**config.mk**
```make
export PLATFORM = sky130hd
export DESIGN_NAME = pxa_arith_status
export DESIGN_NICKNAME = d
export VERILOG_FILES = /design/src/logic/pxa_pkg.sv /design/src/logic/pxa_alu_if.sv /design/src/logic/pxa_alu_eval.sv /design/src/logic/pxa_arith_status.sv
export SDC_FILE = /design/constraint.sdc
export NUM_CORES = 1
export LEC_CHECK = 0
export ABC_CLOCK_PERIOD_IN_PS = 4620
export CORE_MARGIN = 3
export CORE_UTILIZATION = 35
export DETAILED_ROUTE_END_ITERATION = 10
export DONT_BUFFER_PORTS = 1
export PLACE_DENSITY = 0.5
export SLEW_MARGIN = 20
export SYNTH_ARGS = -nofsm -noshare
export SYNTH_HDL_FRONTEND = slang
export SYNTH_SLANG_ARGS = --single-unit
```
**constraint.sdc**
```tcl
create_clock -name clk_in -period 4.62 [get_ports clk_in]
set_clock_uncertainty 0.2 [all_clocks]
set_input_delay 0.231 -clock clk_in [delete_from_list [all_inputs] [get_ports clk_in]]
set_output_delay 0.231 -clock clk_in [all_outputs]
set_load 0.05 [all_outputs]
```
**src/logic/pxa_pkg.sv**
```systemverilog
package pxa_pkg;
  localparam int unsigned DATA_W = 32;
  localparam logic [7:0] OFS_STATUS = 8'h00;
  localparam logic [7:0] OFS_STKYX  = 8'h04;
  localparam logic [7:0] OFS_STKYY  = 8'h08;
  localparam logic [7:0] OFS_CTRL   = 8'h0C;
  localparam logic [7:0] OFS_IRQ_ST = 8'h10;
  localparam logic [7:0] OFS_IRQ_MK = 8'h14;
  localparam int MULT_NEG_BIT   = 6;
  localparam int ALU_INV_BIT    = 5;
  localparam int ALU_SIGN_BIT   = 4;
  localparam int ALU_CARRY_BIT  = 3;
  localparam int ALU_NEG_BIT    = 2;
  localparam int INV_STICKY_BIT = 2;
  localparam int SAT_BIT        = 0;
  localparam int IRQ_INV_BIT    = 0;
  localparam int IRQ_CARRY_BIT  = 1;
  localparam logic [31:0] STATUS_MASK = 32'h0000_007C;
  localparam logic [31:0] STKY_MASK   = 32'h0000_0004;
  localparam logic [31:0] CTRL_MASK   = 32'h0000_0001;
  localparam logic [31:0] IRQ_MASK    = 32'h0000_0003;
  localparam logic [31:0] STATUS_RST  = 32'h0000_0000;
  localparam logic [31:0] STKY_RST    = 32'h0000_0000;
  localparam logic [31:0] CTRL_RST    = 32'h0000_0000;
  localparam logic [31:0] IRQ_RST     = 32'h0000_0000;
  localparam logic [1:0] RESP_OKAY   = 2'h0;
  localparam logic [1:0] RESP_SLVERR = 2'h2;
  localparam int EXP_MSB = 30;
  localparam int EXP_LSB = 23;
  localparam logic [7:0] EXP_ONES    = 8'hFF;
  localparam logic [7:0] FIX_OVF_EXP = 8'h9E;
  typedef enum logic [3:0] {
    OP_ADD   = 4'h0,
    OP_SUB   = 4'h1,
    OP_ADDC  = 4'h2,
    OP_SUBC  = 4'h3,
    OP_PASS  = 4'h4,
    OP_MIN   = 4'h5,
    OP_MAX   = 4'h6,
    OP_COMP  = 4'h7,
    OP_ABS   = 4'h8,
    OP_OP_A  = 4'h9,
    OP_FADD  = 4'hA,
    OP_FSUB  = 4'hB,
    OP_FABS  = 4'hC,
    OP_FMANT = 4'hD,
    OP_FIX   = 4'hE,
    OP_FPASS = 4'hF
  } pxa_op_e;
  typedef enum logic [2:0] {
    R_STATUS = 3'h0,
    R_STKYX  = 3'h1,
    R_STKYY  = 3'h2,
    R_CTRL   = 3'h3,
    R_IRQ_ST = 3'h4,
    R_IRQ_MK = 3'h5,
    R_NONE   = 3'h7
  } pxa_reg_e;
endpackage : pxa_pkg

```
**src/logic/pxa_alu_if.sv**
```systemverilog
`timescale 1ns/1ps
interface pxa_alu_if;
  import pxa_pkg::*;
  pxa_op_e     op;
  logic [31:0] opa;
  logic [31:0] opb;
  logic [31:0] fres;
  logic        carry_in;
  logic        sat_en;
  logic        is_fixed;
  logic        carry_out;
  logic        negative;
  logic        sign_flag;
  logic        invalid;
  modport eval (input op, opa, opb, fres, carry_in, sat_en,
                output is_fixed, carry_out, negative, sign_flag, invalid);
  modport core (output op, opa, opb, fres, carry_in, sat_en,
                input is_fixed, carry_out, negative, sign_flag, invalid);
endinterface : pxa_alu_if

```
**src/logic/pxa_alu_eval.sv**
```systemverilog
`timescale 1ns/1ps
module pxa_alu_eval (
  pxa_alu_if.eval alu
);
  import pxa_pkg::*;
  logic [32:0] sum;
  logic [31:0] res;
  logic [31:0] mag_b;
  logic        nan_a;
  logic        nan_b;
  logic        inf_a;
  logic        inf_b;
  logic        ovf_a;
  logic        sgn_x;

  always_comb begin
    nan_a = (alu.opa[EXP_MSB:EXP_LSB] == EXP_ONES) && (alu.opa[EXP_LSB-1:0] != '0);
    nan_b = (alu.opb[EXP_MSB:EXP_LSB] == EXP_ONES) && (alu.opb[EXP_LSB-1:0] != '0);
    inf_a = (alu.opa[EXP_MSB:EXP_LSB] == EXP_ONES) && (alu.opa[EXP_LSB-1:0] == '0);
    inf_b = (alu.opb[EXP_MSB:EXP_LSB] == EXP_ONES) && (alu.opb[EXP_LSB-1:0] == '0);
    ovf_a = alu.opa[EXP_MSB:EXP_LSB] >= FIX_OVF_EXP;
    sgn_x = alu.opa[31] ^ alu.opb[31];
    mag_b = alu.opb[31] ? -alu.opb : alu.opb;
    sum   = '0;
    res   = alu.opa;
    unique case (alu.op)
      OP_ADD:  sum = {1'b0, alu.opa} + {1'b0, alu.opb};
      OP_SUB:  sum = {1'b0, alu.opa} + {1'b0, ~alu.opb} + 33'h1;
      OP_ADDC: sum = {1'b0, alu.opa} + {1'b0, alu.opb} + {32'h0, alu.carry_in};
      OP_SUBC: sum = {1'b0, alu.opa} + {1'b0, ~alu.opb} + {32'h0, alu.carry_in};
      OP_PASS: res = alu.opa;
      OP_MIN:  res = ($signed(alu.opa) < $signed(alu.opb)) ? alu.opa : alu.opb;
      OP_MAX:  res = ($signed(alu.opa) > $signed(alu.opb)) ? alu.opa : alu.opb;
      OP_COMP: res = alu.opa - alu.opb;
      OP_ABS:  res = alu.opa[31] ? -alu.opa : alu.opa;
      OP_OP_A: begin
        if ($signed(alu.opa) > $signed(mag_b)) begin
          res = mag_b;
        end else if ($signed(alu.opa) < $signed(-mag_b)) begin
          res = -mag_b;
        end
      end
      OP_FADD, OP_FSUB, OP_FABS, OP_FMANT, OP_FIX, OP_FPASS: res = alu.fres;
    endcase
    if (alu.op <= OP_SUBC) begin
      res = sum[31:0];
    end
    // Only the add family can carry; the other fixed ops leave sum at zero.
    alu.is_fixed  = alu.op <= OP_OP_A;
    alu.carry_out = sum[32];
    alu.negative  = res[31];
    alu.sign_flag = (alu.op inside {OP_ABS, OP_FABS, OP_FMANT}) && alu.opa[31];
    alu.invalid   = 1'b0;
    if (alu.op == OP_FADD) begin
      alu.invalid = nan_a || nan_b || (inf_a && inf_b && sgn_x);
    end else if (alu.op == OP_FSUB) begin
      alu.invalid = nan_a || nan_b || (inf_a && inf_b && !sgn_x);
    end else if (alu.op == OP_FIX) begin
      alu.invalid = nan_a || (!alu.sat_en && (inf_a || ovf_a));
    end else if (!alu.is_fixed) begin
      alu.invalid = nan_a;
    end
  end
endmodule : pxa_alu_eval

```
**src/logic/pxa_arith_status.sv**
```systemverilog
// The AXI4-Lite slave port and the register addresses were decided locally.
`timescale 1ns/1ps
// How it works
// - Multiplier negative flag follows latest result sign.
// - Every multiplier operation refreshes that flag.
// - Every ALU operation refreshes the invalid flag.
// - Invalid also sets both sticky invalid bits.
// - NaN or bad infinity arithmetic is invalid.
// - Unsaturated float-to-fix overflow is invalid.
// - Unsaturated float-to-fix of infinity is invalid.
// - Absolute and mantissa ops record input sign.
// - Other ALU operations clear the sign flag.
// - Fixed ops record carry out of MSB.
// - Pass, min, max, compare, abs, op_a clear carry.
// - Carry flag feeds add and subtract with carry.
// - Every ALU operation records result negative.
module pxa_arith_status #(
  parameter int ADDR_W = 8
) (
  input  logic                clk_in,
  input  logic                rstn_in,
  input  logic [ADDR_W-1:0]   s_axi_awaddr_in,
  input  logic                s_axi_awvalid_in,
  output logic                s_axi_awready_out,
  input  logic [31:0]         s_axi_wdata_in,
  input  logic [3:0]          s_axi_wstrb_in,
  input  logic                s_axi_wvalid_in,
  output logic                s_axi_wready_out,
  output logic [1:0]          s_axi_bresp_out,
  output logic                s_axi_bvalid_out,
  input  logic                s_axi_bready_in,
  input  logic [ADDR_W-1:0]   s_axi_araddr_in,
  input  logic                s_axi_arvalid_in,
  output logic                s_axi_arready_out,
  output logic [31:0]         s_axi_rdata_out,
  output logic [1:0]          s_axi_rresp_out,
  output logic                s_axi_rvalid_out,
  input  logic                s_axi_rready_in,
  input  logic                alu_valid_in,
  input  pxa_pkg::pxa_op_e    alu_op_in,
  input  logic [31:0]         alu_opa_in,
  input  logic [31:0]         alu_opb_in,
  input  logic [31:0]         alu_fres_in,
  input  logic                mult_valid_in,
  input  logic [31:0]         mult_result_in,
  output logic [31:0]         arith_status_out,
  output logic                irq_out
);
  import pxa_pkg::*;

  if (ADDR_W < 8 || ADDR_W > 32) begin : g_chk
    $error("ADDR_W must lie between 8 and 32.");
  end

  typedef struct packed {
    logic [31:0]       stat;
    logic [31:0]       stkyx;
    logic [31:0]       stkyy;
    logic [31:0]       ctrl;
    logic [31:0]       irq_st;
    logic [31:0]       irq_mk;
    logic [31:0]       wdata;
    logic [31:0]       rdata;
    logic [ADDR_W-1:0] awaddr;
    logic [3:0]        wstrb;
    logic              aw_got;
    logic              w_got;
    logic              bvalid;
    logic              rvalid;
    logic [1:0]        bresp;
    logic [1:0]        rresp;
  } pxa_state_s;

  localparam pxa_state_s RST_STATE = '{
    stat:   STATUS_RST,
    stkyx:  STKY_RST,
    stkyy:  STKY_RST,
    ctrl:   CTRL_RST,
    irq_st: IRQ_RST,
    irq_mk: IRQ_RST,
    default: '0
  };

  pxa_state_s        r;
  pxa_state_s        n;
  pxa_alu_if         alu ();
  logic              aw_hs;
  logic              w_hs;
  logic              ar_hs;
  logic              wr_go;
  logic              wr_stat;
  logic              rd_clr;
  logic [ADDR_W-1:0] wa;
  logic [31:0]       wd;
  logic [3:0]        ws;
  pxa_reg_e          wsel;
  pxa_reg_e          rsel;
  logic [31:0]       ev;

  function automatic pxa_reg_e pxa_dec(input logic [ADDR_W-1:0] a);
    logic [ADDR_W-1:0] w;
    w       = {a[ADDR_W-1:2], 2'b00};
    pxa_dec = R_NONE;
    if (w == ADDR_W'(OFS_STATUS)) pxa_dec = R_STATUS;
    if (w == ADDR_W'(OFS_STKYX))  pxa_dec = R_STKYX;
    if (w == ADDR_W'(OFS_STKYY))  pxa_dec = R_STKYY;
    if (w == ADDR_W'(OFS_CTRL))   pxa_dec = R_CTRL;
    if (w == ADDR_W'(OFS_IRQ_ST)) pxa_dec = R_IRQ_ST;
    if (w == ADDR_W'(OFS_IRQ_MK)) pxa_dec = R_IRQ_MK;
  endfunction : pxa_dec

  function automatic logic [31:0] pxa_merge(
    input logic [31:0] old,
    input logic [31:0] d,
    input logic [3:0]  s,
    input logic [31:0] m
  );
    logic [31:0] v;
    v = old;
    for (int i = 0; i < 4; i++) begin
      if (s[i]) begin
        v[8*i +: 8] = d[8*i +: 8];
      end
    end
    return v & m;
  endfunction : pxa_merge

  assign alu.op       = alu_op_in;
  assign alu.opa      = alu_opa_in;
  assign alu.opb      = alu_opb_in;
  assign alu.fres     = alu_fres_in;
  assign alu.carry_in = r.stat[ALU_CARRY_BIT];
  assign alu.sat_en   = r.ctrl[SAT_BIT];

  pxa_alu_eval u_eval (
    .alu (alu)
  );

  // Each channel refuses while a response is pending, so no write is lost.
  assign s_axi_awready_out = !r.aw_got && !r.bvalid;
  assign s_axi_wready_out  = !r.w_got && !r.bvalid;
  assign s_axi_arready_out = !r.rvalid;
  assign s_axi_bvalid_out  = r.bvalid;
  assign s_axi_bresp_out   = r.bresp;
  assign s_axi_rvalid_out  = r.rvalid;
  assign s_axi_rdata_out   = r.rdata;
  assign s_axi_rresp_out   = r.rresp;
  assign arith_status_out  = r.stat;
  assign irq_out           = |(r.irq_st & r.irq_mk);

  assign aw_hs = s_axi_awvalid_in && s_axi_awready_out;
  assign w_hs  = s_axi_wvalid_in && s_axi_wready_out;
  assign ar_hs = s_axi_arvalid_in && s_axi_arready_out;

  always_comb begin
    n       = r;
    wa      = r.aw_got ? r.awaddr : s_axi_awaddr_in;
    wd      = r.w_got ? r.wdata : s_axi_wdata_in;
    ws      = r.w_got ? r.wstrb : s_axi_wstrb_in;
    wsel    = pxa_dec(wa);
    rsel    = pxa_dec(s_axi_araddr_in);
    wr_go   = (r.aw_got || aw_hs) && (r.w_got || w_hs);
    wr_stat = wr_go && (wsel == R_STATUS);
    rd_clr  = ar_hs && (rsel == R_IRQ_ST);
    ev      = '0;
    if (aw_hs) begin
      n.aw_got = 1'b1;
      n.awaddr = s_axi_awaddr_in;
    end
    if (w_hs) begin
      n.w_got = 1'b1;
      n.wdata = s_axi_wdata_in;
      n.wstrb = s_axi_wstrb_in;
    end
    if (r.bvalid && s_axi_bready_in) begin
      n.bvalid = 1'b0;
    end
    if (wr_go) begin
      n.aw_got = 1'b0;
      n.w_got  = 1'b0;
      n.bvalid = 1'b1;
      n.bresp  = (wsel == R_NONE) ? RESP_SLVERR : RESP_OKAY;
      unique case (wsel)
        R_STATUS: n.stat   = pxa_merge(r.stat, wd, ws, STATUS_MASK);
        R_STKYX:  n.stkyx  = pxa_merge(r.stkyx, wd, ws, STKY_MASK);
        R_STKYY:  n.stkyy  = pxa_merge(r.stkyy, wd, ws, STKY_MASK);
        R_CTRL:   n.ctrl   = pxa_merge(r.ctrl, wd, ws, CTRL_MASK);
        R_IRQ_MK: n.irq_mk = pxa_merge(r.irq_mk, wd, ws, IRQ_MASK);
        R_IRQ_ST, R_NONE: n.bresp = n.bresp;
      endcase
    end
    if (r.rvalid && s_axi_rready_in) begin
      n.rvalid = 1'b0;
    end
    if (ar_hs) begin
      n.rvalid = 1'b1;
      n.rresp  = (rsel == R_NONE) ? RESP_SLVERR : RESP_OKAY;
      unique case (rsel)
        R_STATUS: n.rdata = r.stat;
        R_STKYX:  n.rdata = r.stkyx;
        R_STKYY:  n.rdata = r.stkyy;
        R_CTRL:   n.rdata = r.ctrl;
        R_IRQ_ST: n.rdata = r.irq_st;
        R_IRQ_MK: n.rdata = r.irq_mk;
        R_NONE:   n.rdata = '0;
      endcase
    end
    // Core updates follow the software write so a flag event is never lost.
    if (mult_valid_in) begin
      n.stat[MULT_NEG_BIT] = mult_result_in[31];
    end
    if (alu_valid_in) begin
      n.stat[ALU_INV_BIT]  = alu.invalid;
      n.stat[ALU_SIGN_BIT] = alu.sign_flag;
      n.stat[ALU_NEG_BIT]  = alu.negative;
      if (alu.is_fixed) begin
        n.stat[ALU_CARRY_BIT] = alu.carry_out;
      end
      if (alu.invalid) begin
        n.stkyx[INV_STICKY_BIT] = 1'b1;
        n.stkyy[INV_STICKY_BIT] = 1'b1;
      end
      ev[IRQ_INV_BIT]   = alu.invalid;
      ev[IRQ_CARRY_BIT] = alu.is_fixed && alu.carry_out;
    end
    n.irq_st = ((rd_clr ? '0 : r.irq_st) | ev) & IRQ_MASK;
  end

  always_ff @(posedge clk_in or negedge rstn_in) begin
    if (!rstn_in) begin
      r <= RST_STATE;
    end else begin
      r <= n;
    end
  end

  logic [32:0] chk_sum;
  logic        chk_inf;
  logic        chk_nan;
  assign chk_sum = {1'b0, alu_opa_in} + {1'b0, alu_opb_in};
  assign chk_inf = (alu_opa_in[EXP_MSB:EXP_LSB] == EXP_ONES)
                && (alu_opa_in[EXP_LSB-1:0] == '0);
  assign chk_nan = (alu_opa_in[EXP_MSB:EXP_LSB] == EXP_ONES)
                && (alu_opa_in[EXP_LSB-1:0] != '0);
endmodule : pxa_arith_status

```
==> reports/results.txt, run 1 <==
STA classifies the critical path startpoint as an input pin. At the worst endpoint, the required time is 4.62 ns. After detailed routing, the wire length on met1 is 18.0 mm. The min-delay analysis places its worst path in the category input pin to flip-flop. STA classifies the critical path endpoint as a flip-flop.

The power per unit of standard cell area works out to 212 mW/mm^2. TritonCTS built the clock tree. The tools report the number of distinct library cells after synthesis as 109. In the finished design, the share of the clock period the worst path needs comes to 98.8%. At the end of routability-driven placement, the weighted congestion stood at 0.927. The clock latency at the later pin of the worst-skew pair is 0.28 ns, and the summed negative setup slack over all endpoints is 0 ns. The height of the die was 179 um; the first-pass GRT wire length was 57.2 mm. After the last flow step, the layout net total stands at 1791. For the detailed router's first-iteration violation count, the log shows 933. The global-route usage over all layers came out at 22.5%. The number of antenna violations at the first check in global routing was 0.

For this run, the leading register cell type out of synthesis is dfrtp_1. The highest metal layer with signal wires was met4. Max-cap violations in this run came to 0.

The placeable core region came out at 0.0291 sq mm. The pin count of the biggest net entering global routing is 40. During I/O placement, the number of pins put on the boundary was 267. The synthesized design devotes to its leading area cell type 15.3% of total area. The commonest cells after synthesis are ha_1, a21oi_1, nand2_1, nor2_1, inv_1.

The time the final worst path needs with I/O delays and setup was 4.56 ns; the number of placement rows was 62. The fraction of final layout cells with drive strength greater than 1 was 13.4%; the count of mapped cells out of synthesis was 1407. Of all nets on the critical path, the largest fanout is 8. Setup repair after global routing could not meet its margin everywhere. Post-CTS clock slew at the launch and capture registers of the worst setup and hold paths: 0.06 ns. Measured against its own limit, the worst slew margin works out to 50.6%. Counting flops with an async set or reset pin after synthesis yields a share of 100%.

The total power of the final layout came out at 2.49 mW. The worst ir drop on vdd is 0.168 mV, and the clock sink total is 39. After synthesis, the cell types taking the most area are ha_1, dfrtp_1, xnor2_1. The number of synthesized flops with an enable pin came out at 0. Summing over every cut layer, the via total after detailed routing is 10850. For this configuration, the core starts out at a cell density of 36.0%.

The final number of hold-violating endpoints is 0, and the number of antenna repair diodes is 0. The tools report the max-slew violation count as 0. In the detailed route, the total length drawn on met2 is 16.0 mm. The remaining antenna violation count after routing came out at 0. In the routed design, unresolved DRC markers number 0.

The average instance area after synthesis is 7.44 sq um, and the number of detailed-routing iterations run before antenna repair is 5. The synthesized design spends more area on one cell type than any other, namely ha_1. Global routing finished with a remaining overflow of 0. Number of I/O port buffers: 0. Among all cell types in the netlist, the one instantiated most often is ha_1. After detailed routing, the number of vias per cell comes to 5.86. Yosys printed 0 warnings.

The run finished with clean final reports. The cell chosen for the clock root is clkbuf_16. For the part of the Yosys area used for sequential elements, the log shows 9.32%. The HPWL after detailed placement is 31.0 mm.

The die covers 0.0320 sq mm. The clock passes through at most 2 buffers. The worst hold slack across all endpoints was 0.0164 ns; the transition at the pin with the smallest max-transition slack was 0.732 ns. The fmax is 219 MHz. Buffers inserted during clock tree synthesis total 5. Data on the critical path arrives at its endpoint at 4.57 ns. The number of global-route vias before repair is 10213. The worst setup path category is input pin to flip-flop. In the final routed layout, each cell accounts on average for 20.1 um. Total setup violations reported at the end of the flow: 0. For the netlist area before placement, the log shows 0.0105 sq mm.

The run gives 4.93 nW as the static power due to leakage. In this run the horizontal extent of the chip is 179 um. The total wirelength of the detailed-routed design came out at 37.3 mm. For the met3 layer wire length in the routed design, the log shows 2.43 mm. The H-tree depth was 2; the register bit total from synthesis was 39. The synthesis-to-finish area growth is 12.2%.
placed cells by master, fill, tap and decap left out, types with 23 or more instances in the layout:
cell type      count
a21oi_1          105
buf_4             96
conb_1            54
dfrtp_1           39
dlygate4sd3_1     29
ha_1             127
inv_1             77
mux2_2            24
mux2i_1           23
nand2_1          103
nand3_1           38
nand4_1           38
nor2_1            99
nor3_1            37
nor4_1            32
o21ai_0           74
o31ai_1           28
xnor2_1           71
cell type report:
type	count	area, sq um
Clock buffer	7	133
Clock inverter	1	5.00
Fill cell	3057	17300
Inverter	82	347
Multi-Input combinational cell	1214	8780
Sequential cell	39	976
Tap cell	384	480
Timing Repair Buffer	126	1030
stage by stage:
step / setup slack, ns / util (%) / cells / cell area [sq um]
2_1_floorplan: 0.000171 / - / 1460 / 10800
3_3_place_gp: -0.320 / 38.3 / 1807 / 11200
3_5_place_dp: -0.424 / 38.3 / 1807 / 11200
4_1_cts: 0.0244 / 39.9 / 1845 / 11600
5_1_grt: -0.276 / 40.4 / 1853 / 11800
6_report: 0.0550 / 40.4 / 1853 / 11800
metal layers:
layer  up-vias  GRT usage, %
met5         -             0
met4         0          4.68
met3        53          4.26
met2       353          34.3
met1      5195          32.9
li1       5249             -
worst paths after layout:
| check | start | endpoint | slack (ns) | cells past startpoint |
|---|---|---|---|---|
| setup / recovery | alu_opb_in[0] | arith_status_out[2] | 0.06 | 24 |
| hold / removal | s_axi_araddr_in[2] | s_axi_rdata_out[2] | 0.02 | 2 |
| setup reg to reg | s_axi_bvalid_out | arith_status_out[4] | 0.57 | 11 |
| hold reg to reg | r[16] | r[16] | 0.30 | 1 |
| max in group asynchronous | rstn_in | r[18] | 3.77 | 2 |
| min in group asynchronous | rstn_in | arith_status_out[4] | 0.25 | 2 |
flip-flops by register name, indices dropped and copies added (netlist names):
| signal | cells |
|---|---|
| s_axi_bvalid_out | 1 |
| s_axi_bresp_out | 1 |
| s_axi_rvalid_out | 1 |
| r | 22 |
| alu.sat_en | 1 |
| arith_status_out | 5 |
| s_axi_rdata_out | 7 |
| s_axi_rresp_out | 1 |
critical path, cell delays in order:
cell	delay [ns]
clkinv_16	0.03
ha_4	0.14
or3b_4	0.39
a221oi_4	0.27
buf_4	0.15
and3_4	0.18
o2111ai_4	0.13
nor3b_4	0.24
nand3_2	0.14
nor3_4	0.25
nand2_1	0.10
xor2_1	0.16
ha_1	0.32
buf_4	0.11
nand4_1	0.11
nor2_2	0.15
and3_4	0.20
nand4_1	0.09
a211oi_2	0.32
nor3_2	0.09
nand3b_4	0.18
a2111oi_4	0.37
a211oi_2	0.06
a31oi_1	0.17
where the power goes:
group | internal (mW) | switching, mW
combinational | 0.631 | 0.914
clock | 0.200 | 0.134
sequential | 0.450 | 0.166
kinds of logic (layout without fill, tap and decap cells):
| group | after synthesis | after routing | share of synthesized area, % |
|---|---|---|---|
| mux | 47 | 47 | 4.78 |
| buf+inv | 207 | 216 | 10.1 |
| simple gates | 487 | 487 | 25.1 |
| flops | 39 | 39 | 9.32 |
| compound gates | 398 | 398 | 26.4 |
| other cells | 1 | 54 | 0.0358 |
| fa+ha+maj | 131 | 131 | 15.8 |
| xor+xnor | 97 | 97 | 8.43 |
timing repair:
item | 4_1_cts | 5_1_grt
endpoints found under the hold margin | 65 | 0
gates cloned | 0 | 0
hold buffers | 30 | 0
pin swaps | 1 | 16
buffers inserted | 0 | 8
gates resized for setup | 2 | 17
setup endpoints to repair | 1 | 1
No activity file was read; power rests on OpenSTA's default activity.
==> run 2, diff against run 1 <==
CTS_BUF_LIST = sky130_fd_sc_hd__clkbuf_8   (was default)
==> reports/results.txt, run 2 (same netlist as run 1, synthesis figures left out) <==
The flow ran to the end, and the final reports show no timing, DRC or antenna violations. The top fanout value on the critical path works out to 8 (unchanged). The first-pass GRT wire length was 57.3 mm (was 57.2 mm); the top-level port count was 267 (unchanged).

The logs give 0 ns (unchanged) for the summed negative setup slack over all endpoints and 50.0% (was 50.6%) for the worst relative slew slack. Placeable core region: 0.0291 sq mm (unchanged). The element type at the critical path end is a flip-flop (unchanged).

The run gives 2 (unchanged) as the H-tree depth. The detailed router's first-iteration violation count was 1040 (was 933). Die width: 179 um (unchanged). The logs give 0 (unchanged) for the count of maximum capacitance violations and 4.57 ns (about the same) for the arrival time reported for the critical path endpoint.

Fraction of final layout cells with drive strength greater than 1: 13.4% (about the same). The clock latency at the later pin of the worst-skew pair was 0.31 ns (was 0.28 ns); the overflow left after global routing was 0 (unchanged). Required time of the critical path: 4.65 ns (was 4.62 ns).

The number of antenna violations at the first check in global routing was 0 (unchanged). The logs give 0.163 mV (was 0.168 mV) for the worst ir drop on vdd and 1856 (was 1853) for the final non-filler cell total. Synthesis-to-finish area growth: 12.0% (was 12.2%).

Cell Chain, Critical Path: clkinv_16, ha_4, or3b_4, a221oi_4, buf_4, and3_4, o2111ai_4, nor3b_4, nand3_2, nor3_4, nand2_1, xor2_1, ha_1, buf_4, nand4_1, nor2_2, and3_4, nand4_1, a211oi_2, nor3_2, nand3b_4, a2111oi_4, a211oi_2, a31oi_1 (unchanged). The post-CTS clock slew at the launch and capture registers of the worst setup and hold paths is 0.07 ns (was 0.06 ns). The static power due to leakage came out at 4.92 nW (was 4.93 nW). The tools report the number of global-route vias before repair as 10214 (was 10213).

Worst setup path category: input pin to flip-flop (unchanged). The run gives 40.3% (was 40.4%) as the end-of-flow core utilization. The path length in cells of the critical path was 24 (unchanged). Average wire length per cell after detail routing: 20.0 um (was 20.1 um).

Number of I/O port buffers: 0 (unchanged). The via-per-instance ratio was 5.83 (was 5.86). The kind of cell adding the most delay to the critical path is simple AND/OR/NAND/NOR gates (unchanged). The ratio of final minimum period to clock period is 98.2% (was 98.8%). Setup repair after global routing could not meet its margin everywhere. The register with the most flip-flops was r (unchanged).

The cell chosen for the clock root was clkbuf_8 (was clkbuf_16). The starting density of the core is 36.0% (unchanged). For the area of placed instances, the log shows 0.0112 sq mm (unchanged).

The number of cells traversed by the worst register-to-register path was 11 (unchanged); the time the final worst path needs with I/O delays and setup was 4.54 ns (was 4.56 ns). The number of buffers and inverters on the critical path is 3 (unchanged), and the number of flip-flops in the largest register is 22 (unchanged). The final-stage net count was 1794 (was 1791). Most used cells in the layout excluding fill and tap cells: ha_1, a21oi_1, nand2_1, nor2_1, buf_4 (unchanged). The endpoint of the worst register-to-register path was arith_status_out[4] (unchanged).

The critical path endpoint is arith_status_out[2] (unchanged). Number of antenna repair diodes: 0 (unchanged). The power per unit of standard cell area works out to 204 mW/mm^2 (was 212 mW/mm^2). Remaining design rule violation count: 0 (unchanged). Start of the worst register-to-register path: s_axi_bvalid_out (unchanged).

The filler cell count is 3058 (was 3057). The worst min-delay path category is input pin to flip-flop (unchanged). For the remaining antenna violation count after routing, the log shows 0 (unchanged). The number of detailed-routing iterations run before antenna repair is 7 (was 5). The clock sink total was 39 (unchanged); the cell depth of the worst hold path was 2 (unchanged).

The logs give 5 (unchanged) for the number of buffers created by CTS and 0.0117 sq mm (was 0.0118 sq mm) for the final standard cell area without fillers. The timing startpoint of the critical path is alu_opb_in[0] (unchanged). For the number of buffers between clock root and the deepest sink, the log shows 2 (unchanged). Fmax: 220 MHz (was 219 MHz). The height of the die was 179 um (unchanged). Standard cell with the maximum stage delay on the critical path: or3b_4 (unchanged). Maximum cell stage delay along the critical path: 0.39 ns (about the same).

Most common cell after layout, fill and taps aside: ha_1 (unchanged). The global placement routability congestion was 0.927 (unchanged). The placed cell count is 1807 (unchanged), and the global-route usage over all layers is 22.5% (about the same).

TritonCTS built the clock tree. The total wirelength of the detailed-routed design is 37.2 mm (was 37.3 mm), and the die footprint is 0.0320 sq mm (unchanged). The tools report the final number of hold-violating endpoints as 0 (unchanged).

For the total setup violations reported at the end of the flow, the log shows 0 (unchanged). The beginning of the worst hold path was alu_valid_in (was s_axi_araddr_in[2]). The tools report the HPWL after detailed placement as 31.0 mm (unchanged). The tools report the type of element launching the critical path as an input pin (unchanged). The transition at the pin with the smallest max-transition slack came out at 0.740 ns (was 0.732 ns). The tools report the register-to-register setup slack as 0.57 ns (about the same). The pin count of the biggest net entering global routing is 40 (unchanged), and the max-slew violation count is 0 (unchanged). The number of placement rows is 62 (unchanged). The vias after detailed routing came out at 10828 (was 10850).
run 2: layout make-up:
| class | count | area [sq um] | area share, % |
|---|---|---|---|
| clock buffer | 5 | 68.8 | 0.587 |
| clock inverter | 3 | 12.5 | 0.107 |
| inverter | 82 | 347 | 2.96 |
| multi-input combinational | 1214 | 8780 | 74.9 |
| sequential | 39 | 976 | 8.32 |
| tap | 384 | 480 | 4.10 |
| timing repair buffer | 129 | 1060 | 9.05 |
run 2: what timing repair did:
item	CTS	global route
hold endpoints to repair	66	0
setup endpoints to repair	1	1
gates resized for setup	2	17
hold buffers	33	0
cloned	0	0
setup buffers	0	8
pin swaps	1	16
run 2: worst min-delay path by stage:
| stage | end | slack, ns |
|---|---|---|
| 2_1_floorplan | alu.sat_en | -0.26 |
| 3_3_place_gp | s_axi_rdata_out[6] | -0.26 |
| 3_5_place_dp | s_axi_rdata_out[6] | -0.26 |
| 4_1_cts | arith_status_out[3] | 0.004 |
| 5_1_grt | arith_status_out[3] | 0.004 |
| 6_report | arith_status_out[3] | 0.005 |
run 2: routing by layer:
metal | vias up | GRT usage [%] | part of all wire [%]
li1 | 5252 | - | -
met2 | 372 | 34.4 | 43
met3 | 56 | 4.26 | 6.7
met4 | 0 | 4.61 | 2.5
met5 | - | 0 | 0
met1 | 5148 | 32.9 | 48
run 2: report_power, final:
part	switching, mW	leakage, nW	total, mW	internal (mW)
Combinational	0.913	4.38	1.55	0.633
Sequential	0.165	0.488	0.614	0.449
Clock	0.130	0.0505	0.232	0.102
Total	1.21	4.92	2.39	1.18
run 2: metrics by stage:
| step | setup slack (ns) | power [mW] | hold slack (ns) |
|---|---|---|---|
| floorplan | 0.000171 | 1.79 | -0.265 |
| global placement | -0.320 | 2.09 | -0.264 |
| detailed placement | -0.424 | 2.10 | -0.264 |
| CTS | 0.0473 | 2.37 | 0.00364 |
| global route | -0.251 | 2.58 | 0.00437 |
| finish | 0.0847 | 2.39 | 0.00471 |
==> run 3, diff against run 2 <==
CAP_MARGIN = 20   (was default)
CORE_ASPECT_RATIO = 0.75   (was default)
SYNTH_HIERARCHICAL = 1   (was default)
==> reports/results.txt, run 3 <==
The logs give 1165 (was 1040) for the detailed router's first-iteration violation count and 0.0297 sq mm (was 0.0291 sq mm) for the placeable core region. The ratio of final minimum period to clock period works out to 97.6% (was 98.2%). The run gives 0.0107 sq mm (was 0.0105 sq mm) as the netlist area before placement.

The element type at the critical path end was a flip-flop (unchanged). The tools report the start of the worst register-to-register path as r[7] (was s_axi_bvalid_out). The most common flop cell mapped by yosys is dfrtp_1 (unchanged). The tools report the pin count of the biggest net entering global routing as 40 (unchanged).

Number of buffers created by CTS: 5 (unchanged). The clock latency at the later pin of the worst-skew pair is 0.30 ns (was 0.31 ns), and the number of detailed-routing iterations run before antenna repair is 5 (was 7). The most common cell after layout, fill and taps aside was buf_4 (was ha_1). The max-slew violation count is 0 (unchanged), and the number of distinct library cells after synthesis is 96 (was 109). The met2 capacity usage during global routing is 34.8% (was 34.4%). The total wirelength of the detailed-routed design was 42.1 mm (was 37.2 mm); the H-tree depth was 2 (unchanged).

The register bit total from synthesis works out to 39 (unchanged). For the fmax, the log shows 222 MHz (was 220 MHz). The register with the most flip-flops was r (unchanged). Average instance area after synthesis: 7.31 sq um (was 7.44 sq um).

For the count of mapped cells out of synthesis, the log shows 1470 (was 1407). The tools report the cell chosen for the clock root as clkbuf_8 (unchanged). Average wire length per cell after detail routing: 21.6 um (was 20.0 um).

The transition at the pin with the smallest max-transition slack was 0.960 ns (was 0.740 ns). The number of I/O port buffers is 0 (unchanged). The die width was 208 um (was 179 um). The number of warnings reported in the yosys synthesis log was 6 (was 0). The HPWL after detailed placement was 35.5 mm (was 31.0 mm).

TritonCTS built the clock tree. The run gives 267 (unchanged) as the top-level port count. The tools report the number of global-route vias before repair as 10686 (was 10214). For the global-route usage over all layers, the log shows 24.3% (was 22.5%).

The height of the die was 158 um (was 179 um); the met3 track demand over resource in global routing was 5.37% (was 4.26%). Beginning of the worst hold path: s_axi_araddr_in[4] (was alu_valid_in). The starting density of the core was 36.2% (was 36.0%); the clock sink total was 39 (unchanged). Remaining antenna violation count after routing: 0 (unchanged). The logs give 0.0178 ns (was 0.00471 ns) for the worst hold slack across all endpoints and 0 (unchanged) for the count of maximum capacitance violations. Number of placement rows: 54 (was 62).

The number of synthesized flops with an enable pin was 0 (unchanged). Cell type with the largest total area after synthesis: ha_1 (unchanged). Largest cells by area after synthesis: ha_1, dfrtp_1, xnor2_1 (unchanged). The time the final worst path needs with I/O delays and setup is 4.51 ns (was 4.54 ns). The post-CTS clock slew at the launch and capture registers of the worst setup and hold paths is 0.08 ns (was 0.07 ns), and the vias after detailed routing is 11753 (was 10828). The layer with the highest usage after global routing is met1 (was met2). The arrival time reported for the critical path endpoint is 4.49 ns (was 4.57 ns). The synthesis-to-finish area growth came out at 12.1% (was 12.0%). Worst min-delay path category: input pin to flip-flop (unchanged). The register-to-register setup slack is 1.39 ns (was 0.57 ns), and the final number of hold-violating endpoints is 0 (unchanged). The timing startpoint of the critical path is alu_opb_in[3] (was alu_opb_in[0]). The overflow left after global routing is 0 (unchanged), and the area of the multi-input gates is 0.00892 sq mm (was 0.00878 sq mm). The global placement routability congestion is 0.997 (was 0.927), and the filler cell count is 3067 (was 3058). The summed negative setup slack over all endpoints is 0 ns (unchanged), and the sequential cell area is 976 sq um (unchanged). Most used cells in the layout excluding fill and tap cells: buf_4, ha_1, a21oi_1, nor2_1, nand2_1 (was ha_1, a21oi_1, nand2_1, nor2_1, buf_4). The type of element launching the critical path was an input pin (unchanged). Setup repair after global routing could not meet its margin everywhere. The tools report the static power due to leakage as 5.08 nW (was 4.92 nW).

Worst slack at placement: -0.287 ns (was -0.424 ns). The via-per-instance ratio is 6.02 (was 5.83), and the number of antenna repair diodes is 0 (unchanged). The library cell with the highest instance count after synthesis was ha_1 (unchanged). The final-stage net count is 1883 (was 1794). The top cell type's share of synthesized area was 14.9% (was 15.3%); the number of antenna violations at the first check in global routing was 0 (unchanged). Post-synth top cells: ha_1, a21oi_1, nor2_1, nand2_1, inv_1 (was ha_1, a21oi_1, nand2_1, nor2_1, inv_1). The global routing met1 resource utilization was 38.2% (was 32.9%); the power per unit of standard cell area was 208 mW/mm^2 (was 204 mW/mm^2). The tools report the worst relative slew slack as 35.9% (was 50.0%). The run gives 0.0329 sq mm (was 0.0320 sq mm) as the die footprint. The run gives 0.261 mV (was 0.163 mV) as the worst ir drop on vdd. The total power of the final layout came out at 2.51 mW (was 2.39 mW). The worst setup path category was input pin to flip-flop (unchanged).

Fraction of final layout cells with drive strength greater than 1: 13.4% (about the same). The run finished with clean final reports. The number of flip-flops in the largest register was 22 (unchanged).

The top fanout value on the critical path is 8 (unchanged), and the final setup slack of the worst path is 0.111 ns (was 0.0847 ns). The total setup violations reported at the end of the flow came out at 0 (unchanged). The required time of the critical path was 4.60 ns (was 4.65 ns); the number of buffers between clock root and the deepest sink was 2 (unchanged). The part of the Yosys area used for sequential elements is 9.08% (was 9.32%). The first-pass GRT wire length is 63.5 mm (was 57.3 mm).

The proportion of synthesized flip-flops having asynchronous set or reset is 100% (unchanged). The remaining design rule violation count is 0 (unchanged).
[run 3: worst paths after layout]
| kind | endpoint | cells past startpoint |
|---|---|---|
| worst max-delay path | arith_status_out[2] | 21 |
| worst min-delay path | s_axi_rdata_out[3] | 2 |
| worst max register to register | arith_status_out[6] | 5 |
| worst min register to register | r[53] | 1 |
| max in group asynchronous | r[17] | 2 |
| min in group asynchronous | s_axi_rresp_out[1] | 2 |
[run 3: kinds of logic (layout without fill, tap and decap cells)]
| kind of cell | Yosys count | after routing | synth area share (%) |
|---|---|---|---|
| AND/OR/NAND/NOR | 530 | 530 | 26.6 |
| AO/OA/AOI/OAI | 436 | 436 | 28.1 |
| buffers and inverters | 211 | 248 | 10.2 |
| adder cells (fa/ha/maj) | 130 | 130 | 15.3 |
| XOR/XNOR | 83 | 83 | 6.77 |
| multiplexers | 40 | 40 | 3.97 |
| flip-flops | 39 | 39 | 9.08 |
| other | 1 | 54 | 0.0349 |
[run 3: critical path, stage by stage]
cell,delay [ns]
or4_4,0.53
buf_4,0.17
nor4_4,0.29
buf_4,0.18
nand2_1,0.11
o21ai_0,0.23
xnor2_1,0.20
inv_1,0.07
ha_1,0.30
and4_1,0.24
nand4_1,0.15
nor3_2,0.26
nand4_1,0.24
a21boi_0,0.19
a211oi_1,0.24
a21oi_1,0.15
o2bb2ai_1,0.16
a311oi_1,0.27
nand3_1,0.11
nand2_1,0.08
o31ai_1,0.06
[run 3: routing by layer]
layer | vias up | part of all wire [%]
li1 | 5594 | -
met1 | 5587 | 50
met2 | 552 | 40
met3 | 20 | 9.9
met4 | 0 | 0.45
met5 | - | 0
[run 3: power breakdown]
part           switching (mW)  internal [mW]  total, mW
Combinational           0.991          0.650       1.64
Clock                   0.126          0.117      0.243
Sequential              0.176          0.447      0.622
Total                    1.29           1.21       2.51
[run 3: metrics by stage]
step | instance area [sq um] | std cells | util, %
CTS | 12000 | 1947 | 40.3
global route | 12000 | 1952 | 40.6
global placement | 11600 | 1912 | 39.1
floorplan | 10900 | 1523 | -
detailed placement | 11600 | 1912 | 39.1
finish | 12000 | 1952 | 40.6
[run 3: final cells by class]
cell class	instances	area share (%)
Multi-Input combinational cell	1273	74.1
Clock inverter	1	0.0416
Inverter	85	2.65
Sequential cell	39	8.11
Timing Repair Buffer	156	10.4
Clock buffer	6	0.686
Tap cell	392	4.07
[run 3: what timing repair did]
action                                 4_1_cts  5_1_grt
endpoints found under the hold margin       67        0
resized for setup                            0        9
setup endpoints to repair                    0        1
hold buffers                                28        0
buffers inserted                             0        5
